[config.mk]
export PLATFORM = sky130hd
export DESIGN_NAME = sensor_general_pin_functions
export DESIGN_NICKNAME = d
export VERILOG_FILES = /design/src/core/pin_func_pkg.sv /design/src/core/pin_sync.sv /design/src/core/sensor_general_pin_functions.sv
export SDC_FILE = /design/constraint.sdc
export NUM_CORES = 1
export LEC_CHECK = 0
export ABC_AREA = 1
export BUFFER_PORTS_ARGS = -buffer_cell sky130_fd_sc_hd__clkbuf_2
export CORE_MARGIN = 1
export CORE_UTILIZATION = 41
export CTS_CLUSTER_SIZE = 25
export DETAILED_ROUTE_END_ITERATION = 7
export GPL_ROUTABILITY_DRIVEN = 0
export PLACE_DENSITY = 0.85
export SETUP_SLACK_MARGIN = 0.02
export SYNTH_ARGS = -nofsm -noshare
export SYNTH_HDL_FRONTEND = slang
export SYNTH_SLANG_ARGS = --single-unit
[constraint.sdc]
create_clock -name mclk -period 0.8 [get_ports mclk]
set_input_delay 0.16 -clock mclk [delete_from_list [all_inputs] [get_ports mclk]]
set_output_delay 0.16 -clock mclk [all_outputs]
set_load 0.005 [all_outputs]
[src/core/pin_func_pkg.sv]
// Package of pin function codes, reset values and widths for the pin block.
`default_nettype none
package pin_func_pkg;
    localparam int         SEL_W             = 2;
    // Bidirectional pin functions.
    localparam logic [1:0] BIDIR_STROBE      = 2'h0;
    localparam logic [1:0] BIDIR_CHAIN_OUT   = 2'h1;
    localparam logic [1:0] BIDIR_INPUT       = 2'h2;
    // Input functions.
    localparam logic [1:0] IN_OFF            = 2'h0;
    localparam logic [1:0] IN_ADDR_SEL       = 2'h1;
    localparam logic [1:0] IN_TRIGGER        = 2'h2;
    localparam logic [1:0] IN_STANDBY        = 2'h3;
    // Second input pin has an extra chain-input selection.
    localparam logic [2:0] IN3_CHAIN_IN      = 3'h4;
    // Reset values of the selections and of the pin outputs.
    localparam logic [1:0] FLASH_SEL_RESET   = BIDIR_STROBE;
    localparam logic [1:0] SHUTTER_SEL_RESET = BIDIR_STROBE;
    localparam logic [1:0] IN2_SEL_RESET     = IN_OFF;
    localparam logic [2:0] IN3_SEL_RESET     = 3'h0;
    localparam logic       PIN_OUT_RESET     = 1'b0;
endpackage : pin_func_pkg
`default_nettype wire

[src/core/pin_sync.sv]
// Two-flop synchroniser bank for the pin inputs.
`default_nettype none
module pin_sync #(
    parameter int WIDTH = 4
) (
    input  wire logic             mclk,
    input  wire logic             rst,
    input  wire logic [WIDTH-1:0] async_in,
    output logic      [WIDTH-1:0] sync_out
);
    logic [WIDTH-1:0] meta_reg;

    always_ff @(posedge mclk) begin
        if (rst) begin
            meta_reg <= '0;
            sync_out <= '0;
        end else begin
            meta_reg <= async_in;
            sync_out <= meta_reg;
        end
    end
endmodule : pin_sync
`default_nettype wire

[src/core/sensor_general_pin_functions.sv]
// Function assignment and power-up state of the four general pins.
`default_nettype none
module sensor_general_pin_functions
    import pin_func_pkg::*;
(
    input  wire logic             mclk,
    input  wire logic             rst,
    input  wire logic             shutdown_reset_n,
    input  wire logic             sel_write,
    input  wire logic [SEL_W-1:0] flash_sel_in,
    input  wire logic [SEL_W-1:0] shutter_sel_in,
    input  wire logic [SEL_W-1:0] in2_sel_in,
    input  wire logic [2:0]       in3_sel_in,
    input  wire logic             flash_strobe,
    input  wire logic             shutter_ctrl,
    input  wire logic             chain_out,
    input  wire logic             flash_multi_pin_i,
    output logic                  flash_multi_pin_o,
    output logic                  flash_multi_pin_oe,
    input  wire logic             shutter_multi_pin_i,
    output logic                  shutter_multi_pin_o,
    output logic                  shutter_multi_pin_oe,
    input  wire logic             first_input_pin,
    input  wire logic             second_input_pin,
    output logic                  first_input_en,
    output logic                  second_input_en,
    output logic                  alt_device_address_select,
    output logic                  capture_trigger,
    output logic                  standby_request,
    output logic                  chain_in,
    output logic [SEL_W-1:0]      flash_sel_reg,
    output logic [SEL_W-1:0]      shutter_sel_reg,
    output logic [SEL_W-1:0]      in2_sel_reg,
    output logic [2:0]            in3_sel_reg
);

    ////////////////////////////////////////////////////////////////////////
    // The shutdown pin is asynchronous, so it is synchronised together with
    // the pins; internal reset is the OR of rst and a low shutdown.
    // The pins float two or three cycles after shutdown falls, a price paid
    // so that no flop past the first synchroniser stage sees that pin move close to its clock edge.
    logic [4:0] pins_sync;
    logic       down;

    pin_sync #(.WIDTH(5)) pin_sync_inst (
        .mclk     (mclk),
        .rst      (rst),
        .async_in ({shutdown_reset_n, flash_multi_pin_i,
                    shutter_multi_pin_i, first_input_pin,
                    second_input_pin}),
        .sync_out (pins_sync)
    );

    // A cleared second stage (sync_out) keeps the block in shutdown from rst onward.
    assign down = rst | ~pins_sync[4];

    ////////////////////////////////////////////////////////////////////////
    // Selection fields. All four load on one write strobe, so a pin never
    // runs with half of a new configuration.
    always_ff @(posedge mclk) begin
        if (down) begin
            flash_sel_reg <= FLASH_SEL_RESET;
        end else if (sel_write) begin
            flash_sel_reg <= flash_sel_in;
        end
    end

    always_ff @(posedge mclk) begin
        if (down) begin
            shutter_sel_reg <= SHUTTER_SEL_RESET;
        end else if (sel_write) begin
            shutter_sel_reg <= shutter_sel_in;
        end
    end

    always_ff @(posedge mclk) begin
        if (down) begin
            in2_sel_reg <= IN2_SEL_RESET;
        end else if (sel_write) begin
            in2_sel_reg <= in2_sel_in;
        end
    end

    always_ff @(posedge mclk) begin
        if (down) begin
            in3_sel_reg <= IN3_SEL_RESET;
        end else if (sel_write) begin
            in3_sel_reg <= in3_sel_in;
        end
    end

    ////////////////////////////////////////////////////////////////////////
    // Input buffers are enabled only for input functions.
    function automatic logic bidir_is_input(input logic [SEL_W-1:0] s);
        return s == BIDIR_INPUT;
    endfunction : bidir_is_input

    logic flash_in_en;
    logic shutter_in_en;
    assign flash_in_en     = bidir_is_input(flash_sel_reg);
    assign shutter_in_en   = bidir_is_input(shutter_sel_reg);
    assign first_input_en  = (in2_sel_reg != IN_OFF);
    assign second_input_en = (in3_sel_reg != 3'h0);

    ////////////////////////////////////////////////////////////////////////
    // Bidirectional pin drive. Output enables fall in shutdown so the pins
    // float; after release they drive flash_strobe and shutter_ctrl in the default strobe role.
    // Output drivers stay powered in their default role.
    always_ff @(posedge mclk) begin
        if (down) begin
            flash_multi_pin_oe <= 1'b0;
        end else begin
            flash_multi_pin_oe <= ~flash_in_en;
        end
    end

    always_ff @(posedge mclk) begin
        if (down || flash_in_en) begin
            flash_multi_pin_o <= PIN_OUT_RESET;
        end else begin
            flash_multi_pin_o <= flash_strobe;
        end
    end

    always_ff @(posedge mclk) begin
        if (down) begin
            shutter_multi_pin_oe <= 1'b0;
        end else begin
            shutter_multi_pin_oe <= ~shutter_in_en;
        end
    end

    always_ff @(posedge mclk) begin
        if (down) begin
            shutter_multi_pin_o <= PIN_OUT_RESET;
        end else begin
            case (shutter_sel_reg)
                BIDIR_STROBE:    shutter_multi_pin_o <= shutter_ctrl;
                BIDIR_CHAIN_OUT: shutter_multi_pin_o <= chain_out;
                default:         shutter_multi_pin_o <= PIN_OUT_RESET;
            endcase
        end
    end

    ////////////////////////////////////////////////////////////////////////
    // Input functions. Any pin set to an input function feeds it; several
    // sources for one function are ORed, a simple and safe merge.
    function automatic logic uses(input logic [2:0] s, input logic [2:0] f,
                                  input logic en, input logic v);
        return en & (s == f) & v;
    endfunction : uses

    logic [2:0] fsel3;
    logic [2:0] ssel3;
    logic [2:0] i2sel3;
    logic       f_in;
    logic       s_in;
    logic       p2_in;
    logic       p3_in;
    assign fsel3  = {1'b0, flash_sel_reg};
    assign ssel3  = {1'b0, shutter_sel_reg};
    assign i2sel3 = {1'b0, in2_sel_reg};
    assign f_in   = pins_sync[3];
    assign s_in   = pins_sync[2];
    assign p2_in  = pins_sync[1] & first_input_en;
    assign p3_in  = pins_sync[0] & second_input_en;

    // A bidirectional pin set to input carries the address-select role; its
    // selection field has no room to name the other first-pin functions.
    logic addr_next;
    logic trig_next;
    logic stby_next;
    logic chain_next;
    assign addr_next  = uses(i2sel3, {1'b0, IN_ADDR_SEL}, 1'b1, p2_in)
                      | uses(in3_sel_reg, {1'b0, IN_ADDR_SEL}, 1'b1, p3_in)
                      | uses(fsel3, {1'b0, BIDIR_INPUT}, 1'b1, f_in)
                      | uses(ssel3, {1'b0, BIDIR_INPUT}, 1'b1, s_in);
    assign trig_next  = uses(i2sel3, {1'b0, IN_TRIGGER}, 1'b1, p2_in)
                      | uses(in3_sel_reg, {1'b0, IN_TRIGGER}, 1'b1, p3_in);
    assign stby_next  = uses(i2sel3, {1'b0, IN_STANDBY}, 1'b1, p2_in)
                      | uses(in3_sel_reg, {1'b0, IN_STANDBY}, 1'b1, p3_in);
    assign chain_next = uses(in3_sel_reg, IN3_CHAIN_IN, 1'b1, p3_in);

    always_ff @(posedge mclk) begin
        if (down) begin
            alt_device_address_select <= 1'b0;
        end else begin
            alt_device_address_select <= addr_next;
        end
    end

    always_ff @(posedge mclk) begin
        if (down) begin
            capture_trigger <= 1'b0;
        end else begin
            capture_trigger <= trig_next;
        end
    end

    always_ff @(posedge mclk) begin
        if (down) begin
            standby_request <= 1'b0;
        end else begin
            standby_request <= stby_next;
        end
    end

    always_ff @(posedge mclk) begin
        if (down) begin
            chain_in <= 1'b0;
        end else begin
            chain_in <= chain_next;
        end
    end

endmodule : sensor_general_pin_functions
`default_nettype wire

==> impl_results.md <==
- Clock power share: 26.1%
- Initial DRC Count: 18
- Wirelength per Cell: 11.4 um
- Period utilisation layout: 142%
- LEAKAGE: 0.674 nW
- Synth cell types: 14
- CP Capture Type: primary output
- Area after DPL: 1150 sq um
- Die Width: 49.5 um
- Mapped Avg Cell Area: 8.34 sq um
- Power density over the cells: 1500 nW/um^2
- Antenna viol nets, final: 0
- Worst reg-to-reg path cell count: 7
- Hold Buf Count CTS: 0
- # setup viols final: 35
- YS warnings: 0
- Most common cell after layout, fill and taps aside: clkbuf_2
- Clock Skew: 0.00672 ns
- Final worst slack: -0.334 ns
- Port bufs: 38
- Most frequent cells in the layout: clkbuf_2 (34), inv_1 (15), dfxtp_1 (13)
- Post-synth top area share: 58.4%
- Num ports: 39
- Final WL: 2.19 mm
- Mapped Cells: 111
- Max-slew headroom: 81.2%
- R2R setup slack: -0.15 ns
- Setup Crit Path Kind: flip-flop to primary output
- VDD IR max: 0.993 mV
- Initial antenna violation count: 0
- Critical Path Start Type: flip-flop
- Core ar.: 2040 sq um
- Die Y: 49.5 um
- # H-tree levels: 1
- Post-layout power: 2.13 mW
- P_sw: 0.473 mW
- Crit Path Max Fanout: 2
- Seq cells post-synth: 27
- Clock Tree Root: clkbuf_4
- DR pass1 iterations: 4
- Total GRT Usage: 17.2%
- WHS Path Cells: 3
- Syn nets: 131
- Final Net Count: 187
- Vias in the first global route: 800
- # DRC: 0
- MaxCap Viol Count: 0
- Vias after detailed routing: 895
- Critical path required time: 0.64 ns
- RSZ-0062 raised after global routing: true
- Run status: complete, but fails checks
- Ranking of synthesized cells by area: dfxtp_1 (58%), inv_1 (7.3%), nor2_1 (7.3%), a21oi_1 (6.5%), nand2_1 (5.7%)
- First-pass GRT wire length: 3.16 mm
- Slew Viols, Final: 0
- Area added between synthesis and finish: 53.1%
- CTS buffer count: 3
- Largest net degree at the start of global routing: 16
- Hold_ws: 0.0118 ns
- Clock Sinks: 27
- Synthesized area: 926 sq um
- Logic pwr share: 8.9%
- Worst-path clk slew: 0.13 ns
- Clk_lat worst skew: 0.31 ns
- Internal Power: 1.66 mW
- Hold Vio Cnt, Final: 0
- Final core utilization: 69.4%
- DR vias/cell: 4.64
- Post-layout min period: 1.13 ns
- Fillers: 160
- Violated checks: negative setup slack
- Hold crit path type: input pin to flip-flop
- DP HPWL: 1.30 mm
- Fmax: 882 MHz
- Worst Setup SP: in3_sel_reg[0]
- Antenna cells: 0
- Area occupied by multi-input gates: 353 sq um
- Area leader, netlist: dfxtp_1
- Gr ovfl total: 0
- CTS tree: yes
- Seq pwr share: 65.0%
- Crit Reg-Reg Startpoint: in3_sel_reg[0]
- Die ar.: 2450 sq um
- Initial Util: 45.3%
- Register area share after synthesis: 58.4%
- Longest Clk Path Bufs: 2
- Worst-Margin Slew: 0.282 ns
- Row cnt: 16
- Hold Path Origin: second_input_pin
- FF+latch area: 566 sq um
- CP arrival: 0.97 ns
- Share of post-route cells with drive strength above 1: 57.2%
- Switching Fraction: 22.2%
- Design area: 1420 sq um
-- final cells by class --
cell class,count,share of cell area [%]
Sequential cell,27,39.9
Clock buffer,4,1.85
Timing Repair Buffer,53,24.4
Timing Repair inverter,1,0.794
Inverter,20,5.83
Multi-Input combinational cell,61,24.9
Tap cell,27,2.38
-- layer usage --
metal  share of wire, %  global-route usage [%]  wire length (um)  up-vias
met2                 53                    31.5              1160       34
li1                   -                       -                 -      455
met5                  0                       0                 0        -
met1                 40                    17.9               867      401
met4                1.6                    8.57                34        0
met3                5.7                    4.32               126        5
-- critical path, stage by stage (launching register included) --
cell and delay, ns:
dfxtp_4 0.38, nor2_4 0.10, nand2_1 0.07, clkbuf_2 0.11
-- power groups by stage --
stage	clock, mW	combinational (mW)	sequential (mW)
after floorplan	0	0.0684	1.42
after global placement	0	0.138	1.42
after detailed placement	0	0.142	1.42
after CTS	0.580	0.159	1.38
after global routing	0.639	0.210	1.39
final	0.556	0.190	1.39
-- stage by stage --
stage / std cells / setup TNS [ns] / setup WS (ns)
after floorplan: 111 / -0.0180 / -0.0180
after global placement: 177 / -0.0168 / -0.0168
after detailed placement: 177 / -0.211 / -0.0879
after CTS: 190 / -4.28 / -0.317
after global routing: 193 / -5.93 / -0.377
final: 193 / -4.25 / -0.334
-- cells by family (layout without fill, tap and decap cells) --
kind of cell           count (synthesis)  in the layout  share of synthesized area, %
AND/OR/NAND/NOR                       42             42                          19.5
flip-flops                            27             27                          58.4
buffers and inverters                 23             78                          11.1
AO/OA/AOI/OAI                         19             19                          11.1
-- synth_stat cells, drive strengths merged --
cell,n
dfxtp,27
inv,20
a211oi,1
nor2,19
nand4,1
buf,3
o21ai,6
nand2,14
nand3,7
a21oi,12
nor3b,1
-- path summary, 6_finish.rpt --
kind,endpoint
worst max-delay path,second_input_en
worst min-delay path,pin_sync_inst.meta_reg[0]
worst max register to register,alt_device_address_select
worst min register to register,pin_sync_inst.sync_out[4]
-- timing repair --
item,CTS,global route
setup buffers,9,3
pin swaps,2,5
gates cloned,0,1
gates resized for setup,27,31
endpoints found under the setup margin,36,36
Power figures use the tool's default switching activity.
